==> src/inc/sram_host_consts.vh <==
/*
  Timing constants for the host-side controller of one port of an
  asynchronous 1K x 8 dual-port static RAM.
  Assumes a 20 MHz controller clock (50 ns period).
*/
`ifndef SRAM_HOST_CONSTS_VH
`define SRAM_HOST_CONSTS_VH

// ------------------------------------------------------------
// Clock
// ------------------------------------------------------------
`define CLK_PERIOD_NS          50

// ------------------------------------------------------------
// Device geometry
// ------------------------------------------------------------
`define ADDR_W                 10
`define DATA_W                 8

// ------------------------------------------------------------
// Device timing, slowest grade, in ns
// ------------------------------------------------------------
`define READ_CYCLE_NS          100
`define ADDRESS_TO_DATA_DELAY  100
`define SELECT_TO_DATA_DELAY   100
`define DRIVE_ENABLE_TO_DATA_DELAY 40
`define OUTPUT_FLOAT_NS        40
`define BUSY_RELEASE_TO_DATA_NS 65
`define WRITE_CYCLE_NS         100
`define SELECT_TO_WRITE_END_NS 90
`define WRITE_PULSE_NS         55
`define DATA_SETUP_TO_WRITE_END 40
`define BUSY_FROM_ADDRESS_NS   50
`define DESELECT_TO_STANDBY    50

// ------------------------------------------------------------
// Cycle counts (least times rounded up)
// ------------------------------------------------------------
`define CEIL_CYC(ns) (((ns) + `CLK_PERIOD_NS - 1) / `CLK_PERIOD_NS)

`endif

==> src/hdl/sram_port_host.v <==
/*
  Host controller for one port of an asynchronous 1K x 8 dual-port RAM.
  Takes single read or write requests on a user port and drives the
  RAM's address, select, output enable, read/write strobe and data pins.
  Assumes the RAM pins are wired directly and inputs are synchronous.
*/
`timescale 1ns/1ps
`default_nettype none
`include "sram_host_consts.vh"

module sram_port_host #(
  parameter ADDR_W        = `ADDR_W,
  parameter DATA_W        = `DATA_W,
  parameter MASTER_SLAVE  = 1,
  parameter SAME_ADDR_BSY = 1
)(
  input  wire              clk,
  input  wire              rst,
  input  wire              req_valid,
  input  wire              req_write,
  input  wire [ADDR_W-1:0] req_addr,
  input  wire [DATA_W-1:0] req_wdata,
  output reg               req_ready,
  output reg               rsp_valid,
  output reg  [DATA_W-1:0] rsp_rdata,
  output reg  [ADDR_W-1:0] ram_addr,
  output reg               ram_sel_n,
  output reg               ram_oe_n,
  output reg               ram_rw_n,
  input  wire [DATA_W-1:0] ram_data_in,
  output reg  [DATA_W-1:0] ram_data_out,
  output reg               ram_data_oe
);

  // ------------------------------------------------------------
  // Timing in clock cycles
  // ------------------------------------------------------------
  // Worked out wide, then cut to the counter width on purpose;
  // every count fits in four bits at a 50 ns clock
  localparam integer RD_WAIT_I = `CEIL_CYC(`ADDRESS_TO_DATA_DELAY
                               + (SAME_ADDR_BSY ? `BUSY_RELEASE_TO_DATA_NS : 0));
  localparam integer WR_PRE_I  = MASTER_SLAVE ? `CEIL_CYC(`BUSY_FROM_ADDRESS_NS) : 1;
  localparam integer WR_PW_A_I = `CEIL_CYC(`WRITE_PULSE_NS);
  localparam integer WR_PW_B_I = `CEIL_CYC(`OUTPUT_FLOAT_NS + `DATA_SETUP_TO_WRITE_END);
  localparam integer FLOAT_I   = `CEIL_CYC(`OUTPUT_FLOAT_NS);
  localparam integer STBY_I    = `CEIL_CYC(`DESELECT_TO_STANDBY);
  // Every count must be one or more; a zero would wrap the counter
  // and stretch the phase to sixteen cycles
  localparam [3:0] RD_WAIT = RD_WAIT_I[3:0];
  localparam [3:0] WR_PRE  = WR_PRE_I[3:0];
  localparam [3:0] WR_PW_A = WR_PW_A_I[3:0];
  localparam [3:0] WR_PW_B = WR_PW_B_I[3:0];
  localparam [3:0] WR_PW   = (WR_PW_A > WR_PW_B) ? WR_PW_A : WR_PW_B;
  localparam [3:0] FLOAT_C = FLOAT_I[3:0];
  localparam [3:0] STBY_C  = STBY_I[3:0];

  // ------------------------------------------------------------
  // Access shape
  // ------------------------------------------------------------
  // Read: select and output enable low together, data taken
  // RD_WAIT+1 edges later, on the edge that raises them again.
  // Write: select low with output enable high, WR_PRE cycles of
  // busy wait, strobe low for WR_PW cycles, data held one more.
  // After either, FLOAT_C or STBY_C idle cycles before ready.
  // Slowest-grade figures throughout; faster parts only gain slack.

  // ------------------------------------------------------------
  // States
  // ------------------------------------------------------------
  localparam [2:0] S_IDLE  = 3'h0;
  localparam [2:0] S_RD    = 3'h1;
  localparam [2:0] S_RDEND = 3'h2;
  localparam [2:0] S_WPRE  = 3'h3;
  localparam [2:0] S_WPUL  = 3'h4;
  localparam [2:0] S_WREC  = 3'h5;
  localparam [2:0] S_GAP   = 3'h6;

  reg [2:0]        state_reg;
  reg [2:0]        state_next;
  reg [3:0]        cnt_reg;
  reg [3:0]        cnt_next;

  // ------------------------------------------------------------
  // Sequencer
  // ------------------------------------------------------------
  always @*
  begin
    state_next = state_reg;
    cnt_next   = cnt_reg;
    case (state_reg)
      S_IDLE:
        // Gated by ready so the first edge after reset takes nothing
        if (req_valid && req_ready)
        begin
          // Address loaded on the same edge that takes select low
          state_next = req_write ? S_WPRE : S_RD;
          cnt_next   = req_write ? WR_PRE : RD_WAIT;
        end
      S_RD:
        if (cnt_reg == 4'h1)
          state_next = S_RDEND;
        else
          cnt_next = cnt_reg - 4'h1;
      S_RDEND:
      begin
        // Device float time before host may drive again
        state_next = S_GAP;
        cnt_next   = FLOAT_C;
      end
      S_WPRE:
        if (cnt_reg == 4'h1)
        begin
          state_next = S_WPUL;
          cnt_next   = WR_PW;
        end
        else
          cnt_next = cnt_reg - 4'h1;
      S_WPUL:
        if (cnt_reg == 4'h1)
          state_next = S_WREC;
        else
          cnt_next = cnt_reg - 4'h1;
      S_WREC:
      begin
        state_next = S_GAP;
        cnt_next   = STBY_C;
      end
      S_GAP:
        if (cnt_reg == 4'h1)
          state_next = S_IDLE;
        else
          cnt_next = cnt_reg - 4'h1;
      default:
        state_next = S_IDLE;
    endcase
  end

  always @(posedge clk or posedge rst)
  begin
    if (rst)
    begin
      state_reg <= S_IDLE;
      cnt_reg   <= 4'h0;
    end
    else
    begin
      state_reg <= state_next;
      cnt_reg   <= cnt_next;
    end
  end

  // ------------------------------------------------------------
  // Pin drive
  // ------------------------------------------------------------
  always @(posedge clk or posedge rst)
  begin
    if (rst)
    begin
      ram_addr     <= {ADDR_W{1'b0}};
      ram_sel_n    <= 1'b1;
      ram_oe_n     <= 1'b1;
      ram_rw_n     <= 1'b1;
      ram_data_out <= {DATA_W{1'b0}};
      ram_data_oe  <= 1'b0;
      req_ready    <= 1'b0;
      rsp_valid    <= 1'b0;
      rsp_rdata    <= {DATA_W{1'b0}};
    end
    else
    begin
      // Pins decode state_next so they switch with the state, except data
      // enable, which also decodes state_reg and stays on a cycle longer; no decode glitches
      req_ready <= (state_next == S_IDLE);
      rsp_valid <= 1'b0;
      if (state_reg == S_IDLE && req_valid && req_ready)
      begin
        // Address moves only with strobe high, on the edge that takes select low
        ram_addr <= req_addr;
        if (req_write)
          ram_data_out <= req_wdata;
      end
      // Select low for the whole access, from the edge that loads the address
      ram_sel_n <= ~(state_next == S_RD || state_next == S_RDEND ||
                     state_next == S_WPRE || state_next == S_WPUL);
      ram_oe_n  <= ~(state_next == S_RD || state_next == S_RDEND);
      // Strobe falls a cycle after select, rises on the same edge as select to end the write
      ram_rw_n  <= ~(state_next == S_WPUL);
      // Drive data only with output enable high a full pulse earlier
      ram_data_oe <= (state_next == S_WPUL) || (state_reg == S_WPUL);
      if (state_reg == S_RDEND)
      begin
        rsp_rdata <= ram_data_in;
        rsp_valid <= 1'b1;
      end
    end
  end

endmodule
`default_nettype wire

==> config.mk <==
export PLATFORM = sky130hd
export DESIGN_NAME = sram_port_host
export DESIGN_NICKNAME = d
export VERILOG_FILES = /design/src/hdl/sram_port_host.v
export VERILOG_INCLUDE_DIRS = /design/src /design/src/inc
export SDC_FILE = /design/constraint.sdc
export NUM_CORES = 1
export LEC_CHECK = 0
export ABC_AREA = 1
export BUFFER_PORTS_ARGS = -buffer_cell sky130_fd_sc_hd__buf_2
export CORE_ASPECT_RATIO = 0.9
export CORE_MARGIN = 2
export CORE_UTILIZATION = 42
export CTS_CLUSTER_SIZE = 40
export DETAILED_ROUTE_END_ITERATION = 10
export PLACE_DENSITY = 0.67
export SKIP_LAST_GASP = 1
export SLEW_MARGIN = 20
export SYNTH_ARGS = -nofsm -noshare
export SYNTH_HDL_FRONTEND = slang
export SYNTH_SLANG_ARGS = --single-unit
==> constraint.sdc <==
create_clock -name clk -period 2.05 [get_ports clk]
set_clock_uncertainty 0.1 [all_clocks]
set_input_delay 0.5125 -clock clk [delete_from_list [all_inputs] [get_ports clk]]
set_output_delay 0.5125 -clock clk [all_outputs]
set_load 0.03 [all_outputs]
==> reports/summary.txt, run 1 <==
Outcome = finished clean
DR iter-0 viols = 44
WS Path Type = reg2reg
Worst r2r src = cnt_reg[1]$_DFFE_PP0P_
Largest net degree at the start of global routing = 16
Setup crit start = cnt_reg[1]$_DFFE_PP0P_
Part of the power in registers = 32.7%
Antenna-violating nets left = 0
Core area = 4100 um^2
Gate Count Post-Synth = 215
Max-cap violations = 0
Peak VDD IR = 0.787 mV
Dpl ws = 378 ps
Most used DFF post-synth = dfrtp_1
Req. time, crit path = 2150 ps
Pwr/cell area = 1870 nW/um^2
Die ar. = 4840 um^2
CTS tree = yes
CP dominant cell by count = nand2_1
Net Sw Frac = 47.9%
Global Route Usage Sum = 17.0%
Setup_tns = 0 ps
CP Buf/Inv Count = 1
Post-synth ARST share = 100%
Nets = 315
CP arrival = 1730 ps
Crit-path max FO = 5
Final number of max-transition violations = 0
Leakage = 1.36 nW
Cell Int Power = 2.22 mW
Switching power = 2.04 mW
Distinct cells, synth = 24
Worst setup endpoint = cnt_reg[1]$_DFFE_PP0P_
Largest cells by area after synthesis = dfrtp_1, nand2_1, dfstp_2
Most common cell in the netlist = nand2_1
Crit-path max cell delay = 360 ps
Routed vias = 1522
Vias in the first global route = 1482
Setup Fix Bufs, Post-CTS = 0
GP Congestion = 0.815
Die X = 73.1 um
Tmin final = 1630 ps
DRT Wirelength = 3610 um
Synthesized area = 1810 um^2
Sequential fraction of the synthesis area = 54.2%
RSZ-0062 raised after global routing = no
Drt first pass iters = 4
Startpoint Class = flop
Mean Syn Cell Area = 8.40 um^2
Period utilisation layout = 79.4%
Top-area cell type share of the netlist area = 49.9%
Reg-to-reg slack, setup = 420 ps
Die height = 66.2 um
Relative slew slack = 68.2%
YS warnings = 0
Synth cell count leaders = nand2_1, dfrtp_1, inv_1
Cts hold-fix bufs = 0
Antenna violations before repair = 0
Hold_ws = 122 ps
# diodes = 0
Inserted Clock Buffers = 5
Post-CTS resize count = 0
Post-synth top area cell = dfrtp_1
Max reg flops = 10
Crit path max-delay cell type = dfrtp_1
Area growth syn-to-layout = 26.2%
Clock slew at reported path FFs = 70 ps
Clock Power Share = 14.4%
Rows = 22
Peak Freq = 615 MHz
Root Driver = clkbuf_8
Biggest regs = ram_addr: 10 flops, ram_data_out: 8 flops, rsp_rdata: 8 flops
Post-synth net total = 247
Drt wl/cell = 10.9 um
Worst Max-Slew Pin Slew = 477 ps
Final setup viols = 0
Yosys reg bits = 39
First-pass GRT wire length = 6310 um
Crit-path cells = inv_1 -> ha_1 -> nand2_1 -> nor2_2 -> nand2_1 -> a22oi_1 -> nand2_1 -> o21ai_0
Share of cells above drive strength 1 = 33.5%
Reg2Reg Capture Point = cnt_reg[1]$_DFFE_PP0P_
Critical path's top delay family = simple AND/OR/NAND/NOR gates
Register with the most flip-flops = ram_addr
Worst Setup End Kind = flop
Initial Util = 44.1%
Final hold vios = 0
DRC = 0
Levels on crit path = 8
Port buffer count = 61
HPWL Detailed = 2750 um
Gr ovfl total = 0
DR vias/cell = 4.58
Hold crit path type = in2async
Io pins = 62
R2R cell count = 8
Post-synth EDFFs = 0
Comb pwr share = 52.8%
Skew-Pair Late Insertion Delay = 290 ps
Worst setup margin = 423 ps
Htree depth = 2
Bufs on Longest Clock Path = 2
Sink Count = 39
placed cells by master (no fill, tap or decap):
cell	netlist	final
nor3_1	1	1
nand3_1	7	7
inv_1	16	16
o21ai_2	1	1
nand4_2	2	2
nand2_1	110	110
buf_2	2	61
ha_1	2	2
nand3_2	5	5
clkbuf_1	0	2
nand3b_1	1	1
nor2_2	2	2
inv_2	3	3
dfrtp_1	36	36
nand2_2	5	5
bufinv_16	0	1
nor2_4	3	3
xor2_1	2	2
dfstp_2	3	3
nor2_1	7	7
buf_4	0	3
a22oi_1	1	1
clkbuf_8	0	5
or2_1	1	1
o21ai_0	2	2
clkinv_1	1	1
a21oi_4	1	1
power groups by stage:
stage / registers, mW / clock network [mW] / logic (mW)
floorplan: 1.95 / 0 / 1.17
CTS: 1.40 / 0.629 / 2.27
global placement: 1.40 / 0 / 2.23
finish: 1.39 / 0.614 / 2.25
global route: 1.45 / 0.666 / 2.52
detailed placement: 1.40 / 0 / 2.27
kinds of logic (layout without fill, tap and decap cells):
kind of cell | Yosys count | count (layout) | synth area share (%)
buffers and inverters | 23 | 92 | 5.33
flip-flops | 39 | 39 | 54.2
adder cells (fa/ha/maj) | 2 | 2 | 1.38
AO/OA/AOI/OAI | 5 | 5 | 2.36
XOR/XNOR | 2 | 2 | 0.970
AND/OR/NAND/NOR | 144 | 144 | 35.7
cell type report:
| class | instances | area, um^2 |
|---|---|---|
| clock buffers | 7 | 76.3 |
| fillers | 384 | 1820 |
| repair buffers | 64 | 328 |
| well taps | 48 | 60.1 |
| clock inverters | 1 | 30.0 |
| flip-flops and latches | 39 | 980 |
| multi-input cells | 153 | 731 |
| inverters | 20 | 75.1 |
worst reg2reg max path, delay by kind of cell, from the launching register on:
family          cells  cell delay [ps]
simple gates        4              500
flops               1              360
compound gates      2              300
fa+ha+maj           1              180
buf+inv             1              100
how the worst min path moves through the flow:
stage | from | endpoint
finish | rst | state_reg[0]$_DFF_PP0_
global route | rst | state_reg[0]$_DFF_PP0_
CTS | rst | state_reg[0]$_DFF_PP0_
detailed placement | ram_addr[2]$_DFFE_PP0P_ | ram_addr[2]$_DFFE_PP0P_
global placement | ram_addr[1]$_DFFE_PP0P_ | ram_addr[1]$_DFFE_PP0P_
floorplan | cnt_reg[2]$_DFFE_PP0P_ | cnt_reg[2]$_DFFE_PP0P_
stage by stage:
stage / cell area, um^2 / cells / util, % / total power [mW]
6_report: 2280 / 332 / 55.6 / 4.26
5_1_grt: 2280 / 332 / 55.6 / 4.63
4_1_cts: 2280 / 332 / 55.6 / 4.30
3_5_place_dp: 2170 / 324 / 53.0 / 3.67
3_3_place_gp: 2170 / 324 / 53.0 / 3.63
2_1_floorplan: 1810 / 215 / - / 3.12
routing by layer:
layer  global-route usage [%]  up-vias  part of all wire (%)
met5                        0        -                     0
met4                     6.94        0                   1.7
met3                     3.96        7                   6.2
met2                     27.5       46                    45
met1                     22.0      683                    47
li1                         -      786                     -
Power figures use the tool's default switching activity.
==> run 2, diff against run 1 <==
--- a/config.mk
+++ b/config.mk
@@ -13,7 +13,7 @@
 export CORE_UTILIZATION = 42
 export CTS_CLUSTER_SIZE = 40
 export DETAILED_ROUTE_END_ITERATION = 10
-export PLACE_DENSITY = 0.67
+export PLACE_DENSITY = 0.69
 export SKIP_LAST_GASP = 1
 export SLEW_MARGIN = 20
 export SYNTH_ARGS = -nofsm -noshare
==> constraint.sdc (replaced) <==
create_clock -name clk -period 1.3 [get_ports clk]
set_clock_uncertainty 0.1 [all_clocks]
set_input_delay 0.325 -clock clk [delete_from_list [all_inputs] [get_ports clk]]
set_output_delay 0.325 -clock clk [all_outputs]
set_load 0.03 [all_outputs]
==> run 2 against run 1 <==
Net effect:
- the flow now finishes with violations (negative setup slack)
- sequential share of layout area is 9.8 points lower
- cell count up 11%
- critical endpoint is now cnt_reg[0]$_DFFE_PP0P_
- final area increased by 30%
- largest cell class unchanged
- first-iteration DRC count is 57% higher
- critical path depth down 2
- core utilization grew 17 points
- power is 100% higher
- combinational power grew 130%
- sequential power increased by 66%
- largest power group unchanged
==> reports/summary.txt, run 2 (synthesis results as in run 1) <==
Htree depth = 2
Final number of max-transition violations = 0
Req. time, crit path = 1420 ps
Skew-Pair Late Insertion Delay = 290 ps
Failing checks = negative setup slack
Setup crit start = state_reg[2]$_DFF_PP0_
Largest net degree at the start of global routing = 27
Clock slew at reported path FFs = 70 ps
Initial Util = 44.1%
Share of cells above drive strength 1 = 57.7%
Io pins = 62
Nets = 350
Reg2Reg Capture Point = cnt_reg[0]$_DFFE_PP0P_
Worst setup endpoint = cnt_reg[0]$_DFFE_PP0P_
Peak VDD IR = 1.59 mV
Leakage = 1.62 nW
Tmin final = 1540 ps
CTS tree = yes
Global Route Usage Sum = 18.9%
Hold crit path type = in2reg
DR vias/cell = 4.71
RSZ-0062 raised after global routing = yes
Register with the most flip-flops = ram_addr
Max reg flops = 10
Worst Max-Slew Pin Slew = 256 ps
Die height = 66.2 um
Biggest regs = ram_addr: 10 flops, ram_data_out: 8 flops, rsp_rdata: 8 flops
Worst r2r src = state_reg[2]$_DFF_PP0_
Antenna violations before repair = 0
Gr ovfl total = 0
Drt wl/cell = 12.7 um
Sink Count = 39
Core area = 4100 um^2
Routed vias = 1730
DR iter-0 viols = 69
Max-cap violations = 0
Port buffer count = 61
GP Congestion = 0.836
Root Driver = clkbuf_8
Die ar. = 4840 um^2
Reg-to-reg slack, setup = -240 ps
Crit-path max FO = 7
Worst Setup End Kind = flop
HPWL Detailed = 3010 um
R2R cell count = 6
Inserted Clock Buffers = 5
Bufs on Longest Clock Path = 2
Leading cell type in the layout, fill and taps excluded = nand2_1
Final hold vios = 0
Final setup viols = 34
Finished Cell Area = 2970 um^2
Vias in the first global route = 1541
First-pass GRT wire length = 6860 um
Peak Freq = 651 MHz
Area growth syn-to-layout = 64.3%
Pwr/cell area = 2890 nW/um^2
# diodes = 0
Rows = 22
CP arrival = 1660 ps
Commonest non-fill, non-tap cells in the layout = nand2_1, buf_2, nand2_2, dfrtp_1, buf_4
Worst setup margin = -236 ps
Relative slew slack = 83.0%
DRT Wirelength = 4670 um
Antenna-violating nets left = 0
Cell Area, Placed = 2390 um^2
Die X = 73.1 um
DRC = 0
WS Path Type = reg2reg
Setup_tns = -4430 ps
Outcome = finished with violations
Drt first pass iters = 4
Startpoint Class = flop
Period utilisation layout = 118%
[run 2: worst min path at each step]
stage	start	end	slack (ps)	cells past startpoint
6_report	ram_data_in[4]	rsp_rdata[4]$_DFFE_PP0P_	130	3
5_1_grt	ram_data_in[3]	rsp_rdata[3]$_DFFE_PP0P_	120	3
3_5_place_dp	rst	state_reg[2]$_DFF_PP0_	280	3
2_1_floorplan	rst	cnt_reg[0]$_DFFE_PP0P_	200	1
4_1_cts	req_wdata[1]	ram_data_out[1]$_DFFE_PP0P_	110	3
3_3_place_gp	rst	state_reg[2]$_DFF_PP0_	280	3
[run 2: metrics by stage]
stage	hold slack (ps)	utilization [%]	power [mW]	instances	worst slack, ps
global placement	276	58.3	6.28	346	-168
finish	126	72.4	8.58	367	-236
global route	121	72.4	9.20	367	-317
detailed placement	281	58.3	6.38	346	-229
CTS	114	63.7	7.71	357	-170
floorplan	196	-	5.01	215	-67.2
[run 2: area by class of cell]
cell class | instances | area (um^2)
fill | 294 | 1130
sequential | 39 | 985
multi-input combinational | 153 | 948
timing repair buffer | 99 | 774
inverter | 20 | 88.8
clock buffer | 5 | 68.8
tap | 48 | 60.1
clock inverter | 3 | 43.8
[run 2: report_power, final]
part | internal [mW] | switching (mW)
clock | 0.571 | 0.413
combinational | 2.23 | 3.05
sequential | 1.84 | 0.471
total | 4.65 | 3.93
[run 2: routing by layer]
layer  vias to the layer above  GRT usage [%]  routed length, um
met5                         -              0                  0
met4                         0           4.17                 44
met3                         7           5.18                188
met2                        40           31.0               2360
met1                       823           24.9               2070
li1                        860              -                  -
[run 2: worst max-delay path, stage by stage (launching register included)]
cell and delay, ps:
dfrtp_2 490, nor2_4 210, nand2_4 80, o21ai_2 240
a21oi_4 90, or2_1 210, nand2_1 60
[run 2: what timing repair did]
| item | 4_1_cts | 5_1_grt |
|---|---|---|
| hold buffers | 1 | 0 |
| gates cloned | 0 | 2 |
| hold endpoints to repair | 36 | 0 |
| endpoints found under the setup margin | 44 | 58 |
| pin swaps | 7 | 18 |
| resized for setup | 26 | 103 |
| setup buffers | 2 | 9 |
